File: src/inc/converter_config_map.svh
// Offsets, field positions, reset values and timing constants of the converter configuration bank
`ifndef CONVERTER_CONFIG_MAP_SVH
`define CONVERTER_CONFIG_MAP_SVH

`define REG_WRITE_LOCK 8'h10
`define REG_MAX_DUTY 8'hbf
`define REG_BOOT_REFRESH 8'hec
`define REG_THRESHOLDS 8'hed

`define RST_WRITE_LOCK 8'h00
`define RST_MAX_DUTY 8'h00
`define RST_BOOT_REFRESH 8'h00
`define RST_THRESHOLDS 8'h00

`define MASK_WRITE_LOCK 8'h80
`define MASK_MAX_DUTY 8'h07
`define MASK_BOOT_REFRESH 8'h5f
`define MASK_THRESHOLDS 8'h3f

`define LOCK_BIT 7
`define BR_WIDTH_BIT 3
`define BR_COUNT_BIT 4
`define BR_BLANK_BIT 6

`define CLK_FREQ_KHZ 25000
`define TICK_US 1
`define TICK_CYCLES (`CLK_FREQ_KHZ * `TICK_US / 1000)

`define BR_INT0_US 11'd500
`define BR_INT1_US 11'd100
`define BR_INT2_US 11'd200
`define BR_INT3_US 11'd300
`define BR_INT4_US 11'd750
`define BR_INT5_US 11'd1000
`define BR_INT6_US 11'd1500
`define BR_INT7_US 11'd2000

`define BR_INIT_HI 5'd16
`define BR_EVENT_HI 5'd8
`define BR_EVENT_LO 5'd4
`define BR_INIT_LO_DEFAULT 8

`define BR_DIV_NARROW 4'd12
`define BR_DIV_WIDE 4'd6

`define BLANK_SHORT_US 1500
`define BLANK_LONG_US 10000

`define DUTY_0 10'd917
`define DUTY_1 10'd958
`define DUTY_2 10'd875
`define DUTY_3 10'd833
`define DUTY_4 10'd792
`define DUTY_5 10'd750

`define CC_LOOP_BASE_MV 12'd2400
`define AVG_LIMIT_BASE_MV 12'd2700
`define THR_STEP_MV 12'd100

`define DEV_ADDR_DEFAULT 7'h40

`endif

File: src/inc/converter_config_pkg.sv
// Types shared by the converter configuration bank
package converter_config_pkg;
  typedef enum logic [3:0] {
    ST_IDLE = 4'h0,
    ST_ADDR = 4'h1,
    ST_ADDR_ACK = 4'h2,
    ST_CMD = 4'h3,
    ST_CMD_ACK = 4'h4,
    ST_WDATA = 4'h5,
    ST_WDATA_ACK = 4'h6,
    ST_RDATA = 4'h7,
    ST_RDATA_ACK = 4'h8,
    ST_WAIT = 4'h9
  } link_state_t;
endpackage : converter_config_pkg

File: src/verilog/boot_refresh_timer.sv
// Boot refresh burst sequencer: spaces a counted burst of refresh requests
`timescale 1ns/1ps
`include "converter_config_map.svh"
module boot_refresh_timer #(
  parameter int INIT_COUNT_LO = `BR_INIT_LO_DEFAULT
) (
  input wire logic i_clk,
  input wire logic i_nrst,
  input wire logic i_tick_us,
  input wire logic [2:0] i_interval_code,
  input wire logic i_count_sel,
  input wire logic i_start_initial,
  input wire logic i_start_event,
  output logic o_refresh_pulse,
  output logic o_busy
);
  logic [10:0] us_count;
  logic [4:0] remaining;

  function automatic logic [10:0] interval_us(input logic [2:0] code);
    case (code)
      3'h0: interval_us = `BR_INT0_US;
      3'h1: interval_us = `BR_INT1_US;
      3'h2: interval_us = `BR_INT2_US;
      3'h3: interval_us = `BR_INT3_US;
      3'h4: interval_us = `BR_INT4_US;
      3'h5: interval_us = `BR_INT5_US;
      3'h6: interval_us = `BR_INT6_US;
      default: interval_us = `BR_INT7_US;
    endcase
  endfunction : interval_us

  always_ff @(posedge i_clk) begin
    if (!i_nrst) begin
      us_count <= 11'h000;
      remaining <= 5'h00;
      o_refresh_pulse <= 1'b0;
    end else begin
      o_refresh_pulse <= 1'b0;
      if (i_start_initial) begin
        remaining <= i_count_sel ? `BR_INIT_HI : INIT_COUNT_LO[4:0];
        us_count <= 11'h000;
      end else if (i_start_event) begin
        remaining <= i_count_sel ? `BR_EVENT_HI : `BR_EVENT_LO;
        us_count <= 11'h000;
      end else if (i_tick_us && remaining != 5'h00) begin
        // Interval code is read live, so a rewrite retimes the burst in flight
        if (us_count >= interval_us(i_interval_code) - 11'd1) begin
          us_count <= 11'h000;
          remaining <= remaining - 5'd1;
          o_refresh_pulse <= 1'b1;
        end else begin
          us_count <= us_count + 11'd1;
        end
      end
    end
  end

  assign o_busy = (remaining != 5'h00);
endmodule : boot_refresh_timer

File: src/verilog/converter_config_regs.sv
// Converter configuration registers behind a byte-wide PMBus slave
`timescale 1ns/1ps
`include "converter_config_map.svh"
module converter_config_regs #(
  parameter logic [6:0] DEV_ADDR = `DEV_ADDR_DEFAULT,
  parameter int BLANK_SHORT_US = `BLANK_SHORT_US,
  parameter int BLANK_LONG_US = `BLANK_LONG_US,
  parameter int INIT_COUNT_LO = `BR_INIT_LO_DEFAULT
) (
  input wire logic i_clk,
  input wire logic i_nrst,
  input wire logic i_scl,
  input wire logic i_sda,
  output logic o_sda,
  output logic o_sda_oe_n,
  input wire logic i_boost_mode,
  input wire logic i_phase_added,
  input wire logic i_start_initial,
  input wire logic i_start_event,
  output logic [9:0] o_hs_duty_limit,
  output logic [9:0] o_ls_duty_limit,
  output logic [9:0] o_flyback_duty_limit,
  output logic o_refresh_pulse,
  output logic o_refresh_busy,
  output logic [3:0] o_refresh_width_div,
  output logic o_phase_drop_allowed,
  output logic [11:0] o_constant_current_loop_mv,
  output logic [11:0] o_average_current_limit_mv,
  output logic o_write_locked
);
  logic [2:0] scl_sync;
  logic [2:0] sda_sync;
  logic scl_f;
  logic sda_f;
  logic scl_rise;
  logic scl_fall;
  logic start_cond;
  logic stop_cond;
  converter_config_pkg::link_state_t state;
  logic [7:0] shift;
  logic [3:0] bit_cnt;
  logic is_read;
  logic [7:0] cmd;
  logic [7:0] tx_byte;
  logic wr_strobe;
  logic [7:0] wr_data;
  logic [7:0] write_lock_control;
  logic [7:0] max_duty_setting;
  logic [7:0] boot_refresh_control;
  logic [7:0] current_loop_thresholds;
  logic [4:0] tick_div;
  logic tick_us;
  logic [13:0] blank_count;
  logic [9:0] duty;
  function automatic logic [7:0] read_reg(input logic [7:0] addr);
    case (addr)
      `REG_WRITE_LOCK: read_reg = write_lock_control & `MASK_WRITE_LOCK;
      `REG_MAX_DUTY: read_reg = max_duty_setting & `MASK_MAX_DUTY;
      `REG_BOOT_REFRESH: read_reg = boot_refresh_control & `MASK_BOOT_REFRESH;
      `REG_THRESHOLDS: read_reg = current_loop_thresholds & `MASK_THRESHOLDS;
      default: read_reg = 8'h00;
    endcase
  endfunction : read_reg
  function automatic logic [11:0] threshold_mv(input logic [11:0] base, input logic [2:0] code);
    threshold_mv = base - `THR_STEP_MV * {9'h000, code};
  endfunction : threshold_mv
  // Pins: three stages, a level counts once stages two and three agree
  always_ff @(posedge i_clk) begin
    if (!i_nrst) begin
      scl_sync <= 3'h7;
      sda_sync <= 3'h7;
      scl_f <= 1'b1;
      sda_f <= 1'b1;
    end else begin
      scl_sync <= {scl_sync[1:0], i_scl};
      sda_sync <= {sda_sync[1:0], i_sda};
      if (scl_sync[1] == scl_sync[2]) begin
        scl_f <= scl_sync[2];
      end
      if (sda_sync[1] == sda_sync[2]) begin
        sda_f <= sda_sync[2];
      end
    end
  end
  assign scl_rise = (scl_sync[1] == scl_sync[2]) && scl_sync[2] && !scl_f;
  assign scl_fall = (scl_sync[1] == scl_sync[2]) && !scl_sync[2] && scl_f;
  assign start_cond = scl_f && (sda_sync[1] == sda_sync[2]) && !sda_sync[2] && sda_f;
  assign stop_cond = scl_f && (sda_sync[1] == sda_sync[2]) && sda_sync[2] && !sda_f;
  // Byte-level link state machine: write byte and read byte with repeated start
  always_ff @(posedge i_clk) begin
    if (!i_nrst) begin
      state <= converter_config_pkg::ST_IDLE;
      shift <= 8'h00;
      bit_cnt <= 4'h0;
      is_read <= 1'b0;
      cmd <= 8'h00;
      tx_byte <= 8'h00;
      o_sda_oe_n <= 1'b1;
      wr_strobe <= 1'b0;
      wr_data <= 8'h00;
    end else begin
      wr_strobe <= 1'b0;
      if (start_cond) begin
        state <= converter_config_pkg::ST_ADDR;
        bit_cnt <= 4'h0;
        o_sda_oe_n <= 1'b1;
      end else if (stop_cond) begin
        state <= converter_config_pkg::ST_IDLE;
        o_sda_oe_n <= 1'b1;
      end else begin
        case (state)
          converter_config_pkg::ST_ADDR,
          converter_config_pkg::ST_CMD,
          converter_config_pkg::ST_WDATA: begin
            if (scl_rise) begin
              shift <= {shift[6:0], sda_f};
              bit_cnt <= bit_cnt + 4'd1;
            end else if (scl_fall && bit_cnt == 4'd8) begin
              bit_cnt <= 4'h0;
              if (state == converter_config_pkg::ST_ADDR) begin
                if (shift[7:1] == DEV_ADDR) begin
                  is_read <= shift[0];
                  o_sda_oe_n <= 1'b0;
                  state <= converter_config_pkg::ST_ADDR_ACK;
                end else begin
                  state <= converter_config_pkg::ST_WAIT;
                end
              end else if (state == converter_config_pkg::ST_CMD) begin
                cmd <= shift;
                o_sda_oe_n <= 1'b0;
                state <= converter_config_pkg::ST_CMD_ACK;
              end else begin
                wr_data <= shift;
                wr_strobe <= 1'b1;
                o_sda_oe_n <= 1'b0;
                state <= converter_config_pkg::ST_WDATA_ACK;
              end
            end
          end
          converter_config_pkg::ST_ADDR_ACK: begin
            if (scl_fall) begin
              if (is_read) begin
                tx_byte <= read_reg(cmd);
                o_sda_oe_n <= read_reg(cmd) >> 7 != 8'h00;
                state <= converter_config_pkg::ST_RDATA;
              end else begin
                o_sda_oe_n <= 1'b1;
                state <= converter_config_pkg::ST_CMD;
              end
            end
          end
          converter_config_pkg::ST_CMD_ACK,
          converter_config_pkg::ST_WDATA_ACK: begin
            // Every byte after the command is data; extra bytes hit the same register
            if (scl_fall) begin
              o_sda_oe_n <= 1'b1;
              state <= converter_config_pkg::ST_WDATA;
            end
          end
          converter_config_pkg::ST_RDATA: begin
            if (scl_rise) begin
              bit_cnt <= bit_cnt + 4'd1;
            end else if (scl_fall) begin
              if (bit_cnt == 4'd8) begin
                bit_cnt <= 4'h0;
                o_sda_oe_n <= 1'b1;
                state <= converter_config_pkg::ST_RDATA_ACK;
              end else begin
                tx_byte <= {tx_byte[6:0], 1'b0};
                o_sda_oe_n <= tx_byte[6];
              end
            end
          end
          converter_config_pkg::ST_RDATA_ACK: begin
            if (scl_rise) begin
              is_read <= !sda_f;
            end else if (scl_fall) begin
              if (is_read) begin
                tx_byte <= read_reg(cmd);
                o_sda_oe_n <= read_reg(cmd) >> 7 != 8'h00;
                state <= converter_config_pkg::ST_RDATA;
              end else begin
                state <= converter_config_pkg::ST_WAIT;
              end
            end
          end
          converter_config_pkg::ST_IDLE,
          converter_config_pkg::ST_WAIT: begin
            o_sda_oe_n <= 1'b1;
          end
          default: begin
            state <= converter_config_pkg::ST_IDLE;
            o_sda_oe_n <= 1'b1;
          end
        endcase
      end
    end
  end
  assign o_sda = 1'b0;
  // Register file; the lock register always accepts so a locked part can be unlocked
  always_ff @(posedge i_clk) begin
    if (!i_nrst) begin
      write_lock_control <= `RST_WRITE_LOCK;
      max_duty_setting <= `RST_MAX_DUTY;
      boot_refresh_control <= `RST_BOOT_REFRESH;
      current_loop_thresholds <= `RST_THRESHOLDS;
    end else if (wr_strobe) begin
      if (cmd == `REG_WRITE_LOCK) begin
        write_lock_control <= wr_data & `MASK_WRITE_LOCK;
      end else if (!write_lock_control[`LOCK_BIT]) begin
        case (cmd)
          `REG_MAX_DUTY: max_duty_setting <= wr_data & `MASK_MAX_DUTY;
          `REG_BOOT_REFRESH: boot_refresh_control <= wr_data & `MASK_BOOT_REFRESH;
          `REG_THRESHOLDS: current_loop_thresholds <= wr_data & `MASK_THRESHOLDS;
          default: begin
          end
        endcase
      end
    end
  end
  // One microsecond enable for the slow timers
  always_ff @(posedge i_clk) begin
    if (!i_nrst) begin
      tick_div <= 5'h00;
      tick_us <= 1'b0;
    end else if (tick_div == 5'(`TICK_CYCLES - 1)) begin
      tick_div <= 5'h00;
      tick_us <= 1'b1;
    end else begin
      tick_div <= tick_div + 5'd1;
      tick_us <= 1'b0;
    end
  end
  // Phase drop blanking; a new phase add restarts the window
  always_ff @(posedge i_clk) begin
    if (!i_nrst) begin
      blank_count <= 14'h0000;
    end else if (i_phase_added) begin
      blank_count <= boot_refresh_control[`BR_BLANK_BIT] ? 14'(BLANK_LONG_US) :
                     14'(BLANK_SHORT_US);
    end else if (tick_us && blank_count != 14'h0000) begin
      blank_count <= blank_count - 14'd1;
    end
  end
  // Unassigned duty codes fall back to the tightest limit rather than the loosest
  always_comb begin
    case (max_duty_setting[2:0])
      3'h0: duty = `DUTY_0;
      3'h1: duty = `DUTY_1;
      3'h2: duty = `DUTY_2;
      3'h3: duty = `DUTY_3;
      3'h4: duty = `DUTY_4;
      3'h5: duty = `DUTY_5;
      default: duty = `DUTY_5;
    endcase
  end
  // Decoded settings, registered so the analog side sees clean levels
  always_ff @(posedge i_clk) begin
    if (!i_nrst) begin
      o_hs_duty_limit <= `DUTY_0;
      o_ls_duty_limit <= `DUTY_0;
      o_flyback_duty_limit <= `DUTY_0;
      o_refresh_width_div <= `BR_DIV_NARROW;
      o_phase_drop_allowed <= 1'b1;
      o_constant_current_loop_mv <= `CC_LOOP_BASE_MV;
      o_average_current_limit_mv <= `AVG_LIMIT_BASE_MV;
      o_write_locked <= 1'b0;
    end else begin
      // The switch that is not the main switch is left unlimited (1000 per mille)
      o_hs_duty_limit <= i_boost_mode ? 10'd1000 : duty;
      o_ls_duty_limit <= i_boost_mode ? duty : 10'd1000;
      o_flyback_duty_limit <= duty;
      o_refresh_width_div <= boot_refresh_control[`BR_WIDTH_BIT] ? `BR_DIV_WIDE :
                             `BR_DIV_NARROW;
      o_phase_drop_allowed <= (blank_count == 14'h0000) && !i_phase_added;
      o_constant_current_loop_mv <= threshold_mv(`CC_LOOP_BASE_MV,
                                                 current_loop_thresholds[2:0]);
      o_average_current_limit_mv <= threshold_mv(`AVG_LIMIT_BASE_MV,
                                                 current_loop_thresholds[5:3]);
      o_write_locked <= write_lock_control[`LOCK_BIT];
    end
  end
  boot_refresh_timer #(
    .INIT_COUNT_LO(INIT_COUNT_LO)
  ) u_refresh (
    .i_clk(i_clk),
    .i_nrst(i_nrst),
    .i_tick_us(tick_us),
    .i_interval_code(boot_refresh_control[2:0]),
    .i_count_sel(boot_refresh_control[`BR_COUNT_BIT]),
    .i_start_initial(i_start_initial),
    .i_start_event(i_start_event),
    .o_refresh_pulse(o_refresh_pulse),
    .o_busy(o_refresh_busy)
  );
endmodule : converter_config_regs

File: config.mk
export PLATFORM = sky130hd
export DESIGN_NAME = converter_config_regs
export DESIGN_NICKNAME = d
export VERILOG_FILES = /design/src/inc/converter_config_pkg.sv /design/src/verilog/boot_refresh_timer.sv /design/src/verilog/converter_config_regs.sv
export VERILOG_INCLUDE_DIRS = /design/src /design/src/inc
export SDC_FILE = /design/constraint.sdc
export NUM_CORES = 1
export LEC_CHECK = 0
export ABC_AREA = 1
export BUFFER_PORTS_ARGS = -buffer_cell sky130_fd_sc_hd__buf_2
export CORE_MARGIN = 2
export CORE_UTILIZATION = 59
export DETAILED_ROUTE_END_ITERATION = 8
export PLACE_DENSITY = 0.81
export REMOVE_ABC_BUFFERS = 1
export SETUP_SLACK_MARGIN = 0.2
export SLEW_MARGIN = 20
export SYNTH_ARGS = -nofsm -noshare
export SYNTH_HDL_FRONTEND = slang
export SYNTH_SLANG_ARGS = --single-unit
File: constraint.sdc
create_clock -name i_clk -period 2.8 [get_ports i_clk]
set_input_delay 0.42 -clock i_clk [delete_from_list [all_inputs] [get_ports i_clk]]
set_output_delay 0.42 -clock i_clk [all_outputs]
set_load 0.01 [all_outputs]
# Word-level counts from Yosys, hierarchy flattened
# Cells that the tools add are included.
# totals
ff_bits	164
in_bits	8
output_inout_bits	64
wordCells	241
# classes
add_sub_neg	8
multipliers	2
n_lt_le_gt_ge	1
n_eq_ne	56
mux	73
n_bitwise	12
reduce_logical	55
# ops
op	count
case mux 11 bit (7 select lines)	1
two-way mux 4 bit	19
two-way mux 11 bit	5
two-way mux 8 bit	6
case mux 9 bit (5 select lines)	1
two-way mux 14 bit	3
inequality test 4 bit (second input constant)	9
case mux 8 bit (4 select lines)	1
AND reduction 10 bit	3
inequality test 2 bit (second input constant)	14
two-way mux 5 bit	5
== test 8 bit (second input constant)	3
case mux 4 bit (6 select lines)	1
case mux 8 bit (3 select lines)	1
subtractor 12 x 10 -> 12 bit (first input constant)	2
two-way mux 1 bit	23
AND reduction 7 bit	3
== test 4 x 3 -> 1 bit (second input constant)	4
multiplier 5 x 3 -> 8 bit (first input constant)	2
AND reduction 4 bit	4
inequality test 3 bit (second input constant)	5
logical NOT 14 bit	1
two-way mux 7 bit	2
nonzero test 14 bit	1
other kinds (37)	88

# Longest topological paths before layout
# Gate-level depths: netlist of run 1.
# logic_depth
word_depth	12
depth_mapped	19
mapped_depth_nobuf	19

# Hierarchy
# Synthesis of run 1 repeated with hierarchy kept, for this count alone.
# unflattened
hier_cells	1030
hier_area_um2	7444.6
# modules_own_cells
mod	instances	cells_per_inst	area_per_inst_um2	seq_area_each_um2
converter_config_regs	1	835	6123.4	2702.6
boot_refresh_timer	1	195	1321.3	340.3

# Worst setup path after synthesis of run 1
# No wires, ideal clock.
# synth_path
path_kind	register to register
start	reg boot_refresh_control[1]
end	reg u_refresh.remaining[0]
setup_time_ps	69
arrival_time_ps	2398
required_time_ps	2731
setup_slack_ps	333
stages_incl_launch_ff	19
n_path_buf	1
synth_period_minus_slack_ps	2467
cell_sequence	dfxtp_1 -> inv_1 -> nand2_1 -> nor2_1 -> a2111oi_0 -> ha_1 -> nand2_1 -> a21oi_1 -> ha_1 -> nand2_1 -> inv_1 -> nand2_1 -> nand2_1 -> nand2_1 -> nand3_1 -> nand2_1 -> nand2_1 -> buf_2 -> o21ai_1
# synth_via
elab_chain_cells	10
elab_cells_between_ends	16
classes_between	add/sub (1); order compare (1); eq/ne (6); mux (5); reduce/logical (3)
# synth_rtl
element	line	rtl
from (decl)	converter_config_regs.sv:49	logic [7:0] boot_refresh_control;
from (signal assigned)	converter_config_regs.sv:205	boot_refresh_control <= `RST_BOOT_REFRESH;
from (signal assigned)	converter_config_regs.sv:213	`REG_BOOT_REFRESH: boot_refresh_control <= wr_data & `MASK_BOOT_REFRESH;
== test 3 bit (tied with other cells)	boot_refresh_timer.sv:21	case (code)
case mux 11 bit (7 select lines) (*)	boot_refresh_timer.sv:21	
two-way mux 11 bit (*)	boot_refresh_timer.sv:46	end else if (i_tick_us && remaining != 5'h00) begin
two-way mux 11 bit (*)	boot_refresh_timer.sv:43	end else if (i_start_event) begin
two-way mux 11 bit (*)	boot_refresh_timer.sv:40	if (i_start_initial) begin
two-way mux 11 bit (*)	boot_refresh_timer.sv:34	if (!i_nrst) begin
subtractor 11 x 1 -> 11 bit (*)	boot_refresh_timer.sv:48	if (us_count >= interval_us(i_interval_code) - 11'd1) begin
greater-or-equal comparator 11 bit (*)	boot_refresh_timer.sv:48	
nonzero test 3 bit (no line) (*)	n/a	
AND reduction 2 bit (no line) (*)	n/a	
to (signal assigned)	boot_refresh_timer.sv:41	remaining <= i_count_sel ? `BR_INIT_HI : INIT_COUNT_LO[4:0];
to (signal assigned)	boot_refresh_timer.sv:44	remaining <= i_count_sel ? `BR_EVENT_HI : `BR_EVENT_LO;
to (signal assigned)	boot_refresh_timer.sv:50	remaining <= remaining - 5'd1;
to (decl)	boot_refresh_timer.sv:18	logic [4:0] remaining;
# Mark *: on every way between the ends. The rest lies on a longest branch, timed or not. The select of a mux whose other input is x is not followed.
# A chain may end at the register's enable or synchronous reset.

# Worst setup path in the final report of run 1
# layout_path
start	reg boot_refresh_control[1]
end	reg u_refresh.remaining[3]
# Same word-level chain as after synthesis.

==> out/qor.yml, run 1 <==
placed_design:
  routabilityCongestion: 0.905
  place_hpwl_um: 10700
  port_buffers: 61
  pre_cts_slack_ns: -0.220
  postPlaceCellArea_um2: 7630
timing:
  finalHoldViolations: 0
  rsz0062_at_grt: "true"
  finalSetupViolCount: 0
  fmax_ghz: 0.404
  tightest_slew_ns: 0.725
  worst_hold_slack_ns: 0.169
  slew_headroom: 0.514
  slew_viol_final: 0
  fin_ws_ns: 0.327
  tns_ns: 0
  skew_ns: 0.00670
  fin_crit_sh: 0.883
  post-route-min-period_ns: 2.47
floorplanning:
  start_util: 0.605
  core_area_um2: 12000
  rows: 40
  die-area_um2: 13200
  die_w_um: 115
  io_pins: 72
  fp.dieH_um: 115
worst_setup_path:
  r2r_cells: 18
  cp-end-kind: "register"
  r2r-start: "boot_refresh_control[1]"
  start_kind: "register"
  crit_type: "reg -> reg"
  timing.rr.end: "u_refresh.remaining[3]"
  worstPathArrival_ns: 2.79
  critPathMaxFanout: 7
  cp.required_ns: 3.12
  r2r_slack_ns: 0.33
power_and_ir_drop:
  p_per_area_nw_per_um2: 582
  power.leakage_nw: 4.02
  vdd_drop_max_v: 0.000325
final_layout:
  final_area_um2: 8320
  n_antenna_cell: 0
  area_growth_pct: 14.5
  final_layout_size_suffix_gt1_frac: 0.143
  utilization: 0.692
  nets: 1137
logic_synthesis:
  ys_top_cells_by_area: "dfxtp_1 (42%), nand2_1 (12%), nor2_1 (9.4%)"
  synth_adder_area_share: 0.0637
  yosysWarningCount: 0
  ys_ff_latch: 152
  synth_compound_area_frac: 0.0989
  synth_edf_count: 0
  yosys.area.top_type_share: 0.419
  async_flop_share: 0
  synth_top_family_by_area: "simple AND/OR/NAND/NOR gates"
  yosysUniqueCellTypes: 45
  ys_seq_area_frac: 0.419
  synthMuxAreaShare: 0
  synthSimpleGateAreaFrac: 0.314
  yosysTopAreaCell: "dfxtp_1"
  syn_inst: 1028
  synthFlopType: "dfxtp_1"
  netlist_area_um2: 7260
  synthXorXnorAreaFrac: 0.0133
  syn_area_per_cell_um2: 7.06
route:
  wl_per_cell_um: 12.3
  dr.pass1.iters: 7
  drtIter0Drc: 434
  drc: 0
  antenna_left: 0
  vias: 6580
  viasPerCell: 5.26
  postRouteWirelength_um: 15400
clock_tree:
  path_clk_slew_ns: 0.06
  cts_buffers: 17
  clk_path_buf_depth: 2
  clk_latency_ns: 0.43
  cts_tree: "yes"
  hold_buffers: 0
  htree_levels: 4
  root_buffer: "clkbuf_16"
  clock_sinks: 152
run_status:
  status: "complete, no violations"
global_routing:
  grt.total_usage: 0.234
  grt.overflow.total: 0
  grt_max_degree: 72
  antenna_found_initial: 0
  grt_pass1_wl_um: 24900
  grt_pass1_vias: 5649
flow_run:
  cap_viol_max_count: 0
min_path:
  worstHoldStart: "i_sda"
  hold_end: "sda_sync[0]"
  hold_path.class: "in -> reg"
  holdPathStages: 2
[report_power, final]
part / internal [mW] / switching [mW]
registers: 2.20 / 0.0322
logic: 0.129 / 0.248
clock network: 1.27 / 0.954
total: 3.60 / 1.23
[critical path, stage by stage, from the launching register on]
cell       delay, ns
dfxtp_4         0.36
buf_4           0.15
nand2_2         0.06
nor2_1          0.06
a2111oi_4       0.29
ha_2            0.23
nand2_1         0.07
a21oi_2         0.13
ha_1            0.24
nand2_2         0.06
inv_1           0.04
nand2_1         0.05
nand2_1         0.06
nand2_2         0.08
nand3_2         0.10
nand2_4         0.15
nand3_1         0.10
nand2_1         0.08
nor2_1          0.05
[final cells by class]
class / instances / area, µm²
clock buffer: 19 / 443
clock inverter: 13 / 134
fill: 973 / 3700
inverter: 126 / 475
multi-input combinational: 728 / 3680
sequential: 152 / 3050
tap: 147 / 184
timing repair buffer: 67 / 350
[placed cells by master, fill, tap and decap left out, types with 3 or more instances in the layout]
master        n
nor3_2        4
inv_2        15
a21oi_1      51
or2_2         5
xnor2_1       5
inv_1       109
ha_1         36
nand3_1      71
dfxtp_1     149
conb_1       10
nor2_1      181
xor2_1        6
o21ai_1      23
nand3_2       3
nand3b_1      3
clkinvlp_4    3
clkbuf_16    17
nand4_1      11
nor3b_1       3
buf_2        61
inv_6         6
nor3_1        5
nand2_1     222
o211ai_1      5
nand2_2      10
o21ai_0      42
buf_4         6
nor2_2        7
[worst max-delay path by stage]
stage	endpoint	depth (start not counted)	startpoint	slack, ns
after detailed placement	u_refresh.remaining[2]	19	boot_refresh_control[1]	-0.22
after CTS	u_refresh.remaining[2]	19	boot_refresh_control[0]	0.21
after floorplan	u_refresh.remaining[2]	19	boot_refresh_control[1]	0.32
after global routing	u_refresh.us_count[7]	18	boot_refresh_control[1]	0.17
final	u_refresh.remaining[3]	18	boot_refresh_control[1]	0.33
after global placement	u_refresh.remaining[2]	19	boot_refresh_control[1]	0.02
[cells by family (layout without fill, tap and decap cells)]
| group | Yosys count | after routing |
|---|---|---|
| compound gates | 134 | 134 |
| xor+xnor | 11 | 11 |
| fa+ha+maj | 37 | 37 |
| buf+inv | 156 | 225 |
| flops | 152 | 152 |
| other cells | 2 | 10 |
| simple gates | 536 | 536 |
[cells in the mapped netlist, types with 2 or more instances]
cell type	n
o21ai_1	23
nand3_2	2
ha_1	37
xnor2_1	5
nor2_1	182
nor2_4	2
buf_4	14
nor2_2	6
nand4_1	11
nand2_1	229
dfxtp_1	152
nand2_2	6
buf_1	4
nor3_4	2
nor3_2	3
o211ai_1	5
nor4_1	2
nor3b_1	3
conb_1	2
inv_1	113
nand3b_1	3
clkbuf_1	7
nor3_1	6
xor2_1	6
a21oi_1	52
or2_2	5
o21ai_0	42
buf_2	4
nand3_1	72
a21o_1	2
inv_2	12
[through the flow]
step / cells / total power [mW]
2_1_floorplan: 1006 / 2.55
3_3_place_gp: 1217 / 2.65
3_5_place_dp: 1217 / 2.65
4_1_cts: 1249 / 4.86
5_1_grt: 1252 / 5.02
6_report: 1252 / 4.84
[repair_timing]
action	CTS	global route
setup endpoints to repair	17	17
buffers inserted	0	3
pin swaps	0	5
gates resized for setup	6	23
[sequential cells by signal, indices dropped and copies added (netlist names), 2 cells and up]
| name | count |
|---|---|
| o_ls_duty_limit | 9 |
| current_loop_thresholds | 6 |
| o_constant_current_loop_mv | 10 |
| state | 4 |
| boot_refresh_control | 6 |
| o_hs_duty_limit | 9 |
| bit_cnt | 4 |
| tick_div | 5 |
| o_average_current_limit_mv | 10 |
| scl_sync | 3 |
| u_refresh.us_count | 11 |
| shift | 8 |
| tx_byte | 7 |
| o_flyback_duty_limit | 7 |
| wr_data | 8 |
| u_refresh.remaining | 5 |
| cmd | 8 |
| o_refresh_width_div | 2 |
| max_duty_setting | 3 |
| sda_sync | 3 |
| blank_count | 14 |
[per-layer routing]
metal	GRT usage	vias up	wire length (µm)
met5	0	-	0
met4	0.0948	0	281
met3	0.0543	29	1040
met2	0.380	217	7090
met1	0.303	2951	6950
li1	-	3383	-
Power figures use the tool's default switching activity.
==> run 2: changes to the inputs <==
REMOVE_ABC_BUFFERS = default   (was 1)
==> out/qor.yml, run 2 (synthesized netlist as in run 1, its figures left out) <==
flow_run:
  cap_viol_max_count: 0  # unchanged
route:
  postRouteWirelength_um: 15600  # +1.9%
  viasPerCell: 5.20  # -1.1%
  drtIter0Drc: 469  # +8.1%
  vias: 6509  # -1.1%
  wl_per_cell_um: 12.5  # +1.9%
  dr.pass1.iters: 5  # -2
  drc: 0  # unchanged
  antenna_left: 0  # unchanged
timing:
  finalSetupViolCount: 0  # unchanged
  skew_ns: 0.00810  # +0.00140 ns
  post-route-min-period_ns: 2.48  # +0.00813 ns
  rsz0062_at_grt: "false"
  slew_viol_final: 0  # unchanged
  fmax_ghz: 0.403  # -0.33%
  tightest_slew_ns: 0.676  # -0.0487 ns
  slew_headroom: 0.549  # +0.0351
  worst_hold_slack_ns: 0.179  # +0.00953 ns
  fin_crit_sh: 0.886  # +0.00290
  tns_ns: 0  # unchanged
  finalHoldViolations: 0  # unchanged
floorplanning:
  io_pins: 72  # unchanged
  start_util: 0.605  # unchanged
  die_w_um: 115  # unchanged
  die-area_um2: 13200  # unchanged
  core_area_um2: 12000  # unchanged
  rows: 40  # unchanged
  fp.dieH_um: 115  # unchanged
clock_tree:
  cts_tree: "yes"
  clock_sinks: 152  # unchanged
  root_buffer: "clkbuf_16"
  hold_buffers: 0  # unchanged
  clk_path_buf_depth: 2  # unchanged
  cts_setup_buffers: 0  # unchanged
  clk_latency_ns: 0.42  # about the same
  cts_buffers: 17  # unchanged
  path_clk_slew_ns: 0.06  # about the same
  htree_levels: 4  # unchanged
power_and_ir_drop:
  p_per_area_nw_per_um2: 581  # about the same
  swShare: 0.253  # -0.00245
  vdd_drop_max_v: 0.000367  # +13%
  p_comb_frac: 0.077  # about the same
  p_int_mw: 3.60  # about the same
  power.leakage_nw: 4.00  # -0.40%
  power.switching_mw: 1.22  # -1.3%
  seq_power_share: 0.465  # +0.003
  clkPwrFrac: 0.458  # -0.002
final_layout:
  nets: 1137  # unchanged
  final_common_cell: "nand2_1"
  area_growth_pct: 14.1
  num-fill-cells: 1002  # +3.0%
  top_regs: "blank_count x14, u_refresh.us_count x11"
  multi_input_area_um2: 3650  # -0.71%
  n_antenna_cell: 0  # unchanged
  final_layout_size_suffix_gt1_frac: 0.140  # -0.00271
  regMostFlops: "blank_count"
  seq_area_um2: 3050  # -0.21%
  layout_common_cells: "nand2_1 (225), nor2_1 (181), dfxtp_1 (150)"
  largest_register_ffs: 14  # unchanged
global_routing:
  grt.overflow.total: 0  # unchanged
  grt_pass1_wl_um: 25700  # +3.0%
  antenna_found_initial: 0  # unchanged
  grt_max_degree: 72  # unchanged
  grt_pass1_vias: 5765  # +2.1%
  grt.total_usage: 0.241  # +0.00626
placed_design:
  place_hpwl_um: 11000  # +3.2%
  routabilityCongestion: 0.959  # +5.9%
  port_buffers: 61  # unchanged
worst_setup_path:
  crit_type: "reg -> reg"
  critPathMaxFanout: 7  # unchanged
  cp.required_ns: 3.12  # about the same
  cp-end-kind: "register"
  worstPathArrival_ns: 2.80  # about the same
  start_kind: "register"
min_path:
  hold_path.class: "in -> reg"
run_status:
  status: "complete, no violations"
==> run 2: final timing paths <==
check,slack [ns],start,to,cells past startpoint
worst min register to register,0.44,sda_sync[0],sda_sync[1],1
worst max register to register,0.32,boot_refresh_control[2],u_refresh.remaining[3],17
worst max-delay path,0.32,boot_refresh_control[2],u_refresh.remaining[3],17
worst min-delay path,0.18,i_scl,scl_sync[0],2
==> run 2: worst max-delay path, cell delays in order (launching register included) <==
cell,delay (ns)
dfxtp_2,0.40
inv_2,0.10
a2111oi_4,0.37
ha_2,0.22
nand2_1,0.07
a21oi_2,0.13
ha_1,0.23
nand2_1,0.09
inv_1,0.04
nand2_1,0.05
nand2_1,0.06
nand2_2,0.08
nand3_2,0.10
nand2_2,0.12
buf_6,0.13
nand3_1,0.06
nand2_1,0.07
nor2_1,0.04
==> run 2: stage by stage <==
step | setup WS (ns) | instances | util | power (mW) | area [µm²]
global route | 0.142 | 1252 | 0.690 | 5.00 | 8290
global placement | 0.241 | 1220 | 0.637 | 2.65 | 7650
detailed placement | 0.0304 | 1220 | 0.637 | 2.65 | 7650
floorplan | 0.333 | 1036 | - | 2.57 | 7290
finish | 0.319 | 1252 | 0.690 | 4.82 | 8290
CTS | 0.217 | 1252 | 0.686 | 4.85 | 8230
==> run 2: power groups by stage <==
stage	logic, mW	registers, mW	clock network (mW)
floorplan	0.287	2.29	0
global placement	0.365	2.29	0
detailed placement	0.368	2.29	0
CTS	0.370	2.24	2.24
global route	0.427	2.24	2.33
finish	0.371	2.24	2.21
==> run 2: cell type report <==
class / count / area share
Timing Repair Buffer: 67 / 0.0427
Sequential cell: 152 / 0.368
Clock inverter: 14 / 0.0166
Clock buffer: 18 / 0.0530
Inverter: 126 / 0.0574
Multi-Input combinational cell: 728 / 0.441
Tap cell: 147 / 0.0222
==> run 2: metal layers <==
layer | vias to the layer above | track usage | wire length [µm]
met1 | 2896 | 0.309 | 7220
met4 | 0 | 0.0980 | 423
met2 | 183 | 0.400 | 7250
met3 | 41 | 0.0459 | 761
met5 | - | 0 | 0
li1 | 3389 | - | -
==> run 2: what timing repair did <==
action | CTS | global route
setup endpoints to repair | 13 | 17
gates resized for setup | 3 | 18
pin swaps | 0 | 5
==> run 3: changes to the inputs <==
CORE_UTILIZATION = 55   (was 59)
PLACE_DENSITY = 0.76   (was 0.81)
==> out/qor.yml, run 3 (synthesized netlist as in run 1, its figures left out) <==
clock_tree:
  clk_path_buf_depth: 2  # unchanged
  clock_sinks: 152  # unchanged
  cts_buffers: 17  # unchanged
  hold_buffers: 0  # unchanged
  clk_latency_ns: 0.43  # about the same
  path_clk_slew_ns: 0.06  # about the same
  cts_tree: "yes"
  htree_levels: 4  # unchanged
  root_buffer: "clkbuf_16"
final_layout:
  top_regs: "blank_count x14, u_refresh.us_count x11"
  fin_cells: 1277  # +2.0%
  largest_register_ffs: 14  # unchanged
  regMostFlops: "blank_count"
  area_growth_pct: 14.0
  utilization: 0.648  # -0.0420
  layout_common_cells: "nand2_1 (227), nor2_1 (181), dfxtp_1 (149)"
  seq_area_um2: 3050  # about the same
  n_antenna_cell: 0  # unchanged
  final_area_um2: 8280  # -0.14%
  num-fill-cells: 1144  # +14%
  multi_input_area_um2: 3620  # -0.75%
  final_layout_size_suffix_gt1_frac: 0.138  # -0.00271
  nets: 1137  # unchanged
  final_common_cell: "nand2_1"
global_routing:
  grt.overflow.total: 0  # unchanged
  grt_max_degree: 72  # unchanged
  grt.total_usage: 0.226  # -0.0151
  grt_pass1_wl_um: 26100  # +1.8%
  antenna_found_initial: 0  # unchanged
  grt_pass1_vias: 5904  # +2.4%
worst_setup_path:
  critPathLaunch: "boot_refresh_control[2]"
  cp.required_ns: 3.12  # about the same
  r2r_slack_ns: 0.35  # +0.03 ns
  critPathMaxFanout: 7  # unchanged
  crit_path_top_delay_cell: "dfxtp_2"
  crit_type: "reg -> reg"
  r2r-start: "boot_refresh_control[2]"
  slowest_delay_ns: 0.40  # about the same
  start_kind: "register"
  path_cells: "nor3_1 > a2111oi_2 > ha_2 > nand2_1 > a21oi_2 > ha_1 > nand2_1 > inv_1 > nand2_1 > nand2_1 > nand2_1 > nand3_2 > nand2_2 > buf_4 > inv_1 > nand3_1 > o21ai_1"
  worstPathArrival_ns: 2.76  # -0.04 ns
  crit_top_cell: "nand2_1"
  cp-end-kind: "register"
route:
  postRouteWirelength_um: 15400  # -1.9%
  viasPerCell: 5.05  # -2.9%
  wl_met3_um: 793  # +4.2%
  antenna_left: 0  # unchanged
  drtIter0Drc: 523  # +12%
  route.met2.wl_um: 6950  # -4.1%
  wl_per_cell_um: 12.0  # -3.8%
  dr.max_layer_used: "met4"
  vias: 6447  # -0.95%
  met1Wirelength_um: 7410  # +2.7%
  drc: 0  # unchanged
  dr.pass1.iters: 5  # unchanged
timing:
  rsz0062_at_grt: "false"
  slew_headroom: 0.534  # -0.0156
  fin_ws_ns: 0.353  # +0.0339 ns
  fin_crit_sh: 0.874  # -0.0121
  finalSetupViolCount: 0  # unchanged
  skew_ns: 0.00647  # -0.00164 ns
  tns_ns: 0  # unchanged
  tightest_slew_ns: 0.699  # +0.0233 ns
  slew_viol_final: 0  # unchanged
  finalHoldViolations: 0  # unchanged
  post-route-min-period_ns: 2.45  # -0.0339 ns
  fmax_ghz: 0.409  # +1.4%
min_path:
  worstHoldStart: "i_scl"
  hold_path.class: "in -> reg"
placed_design:
  dp.cells: 1245  # +2.0%
  port_buffers: 61  # unchanged
  place_hpwl_um: 10900  # -0.95%
  pre_cts_slack_ns: 0.139  # +0.108 ns
  postPlaceCellArea_um2: 7680  # +0.41%
  routabilityCongestion: 0.925  # -3.6%
floorplanning:
  io_pins: 72  # unchanged
  rows: 41  # +2.5%
  start_util: 0.569  # -0.0361
  die_w_um: 119  # +3.4%
  core_area_um2: 12800  # +6.3%
  fp.dieH_um: 119  # +3.4%
  die-area_um2: 14100  # +7.0%
run_status:
  status: "complete, no violations"
power_and_ir_drop:
  p_per_area_nw_per_um2: 581  # -0.15%
  power.leakage_nw: 4.00  # about the same
  vdd_drop_max_v: 0.000554  # +51%
flow_run:
  cap_viol_max_count: 0  # unchanged
==> run 3: worst paths after layout <==
kind	end	cells past startpoint
min	scl_sync[0]	2
max	u_refresh.remaining[0]	17
max reg2reg	u_refresh.remaining[0]	17
min reg2reg	scl_sync[1]	1
==> run 3: report_power, final <==
group          switching [mW]  leakage (nW)  internal, mW  total (mW)
logic                   0.244          2.49         0.128       0.372
clock network           0.952         0.282          1.24        2.19
registers              0.0338          1.24          2.21        2.24
==> run 3: area by class of cell <==
cell class	instances	area share
clock buffers	17	0.0514
clock inverters	15	0.0171
inverters	126	0.0572
multi-input cells	728	0.438
flip-flops and latches	152	0.368
well taps	172	0.0260
repair buffers	67	0.0423
==> run 3: metal layers <==
metal | GRT usage | vias up
met5 | 0 | -
met4 | 0.0699 | 0
met3 | 0.0551 | 17
met2 | 0.366 | 158
met1 | 0.297 | 2897
li1 | - | 3375
==> run 3: repair_timing <==
action,in CTS,in global routing
buffers inserted,0,0
gates resized for setup,2,12
setup endpoints to repair,11,16
pin swaps,0,2
==> run 3: worst max-delay path: cells and delay by family, from the launching register on <==
kind	cells	cell delay, ns
AOI/OAI and AO/OA	3	0.57
adders and majority gates	2	0.45
buffers and inverters	3	0.25
DFF	1	0.40
and+or+nand+nor	9	0.66
==> run 3: per-stage QoR <==
step	total power, mW	hold slack, ns
detailed placement	2.65	0.404
finish	4.80	0.180
global route	4.98	0.173
global placement	2.65	0.406
CTS	4.84	0.168
floorplan	2.57	0.390
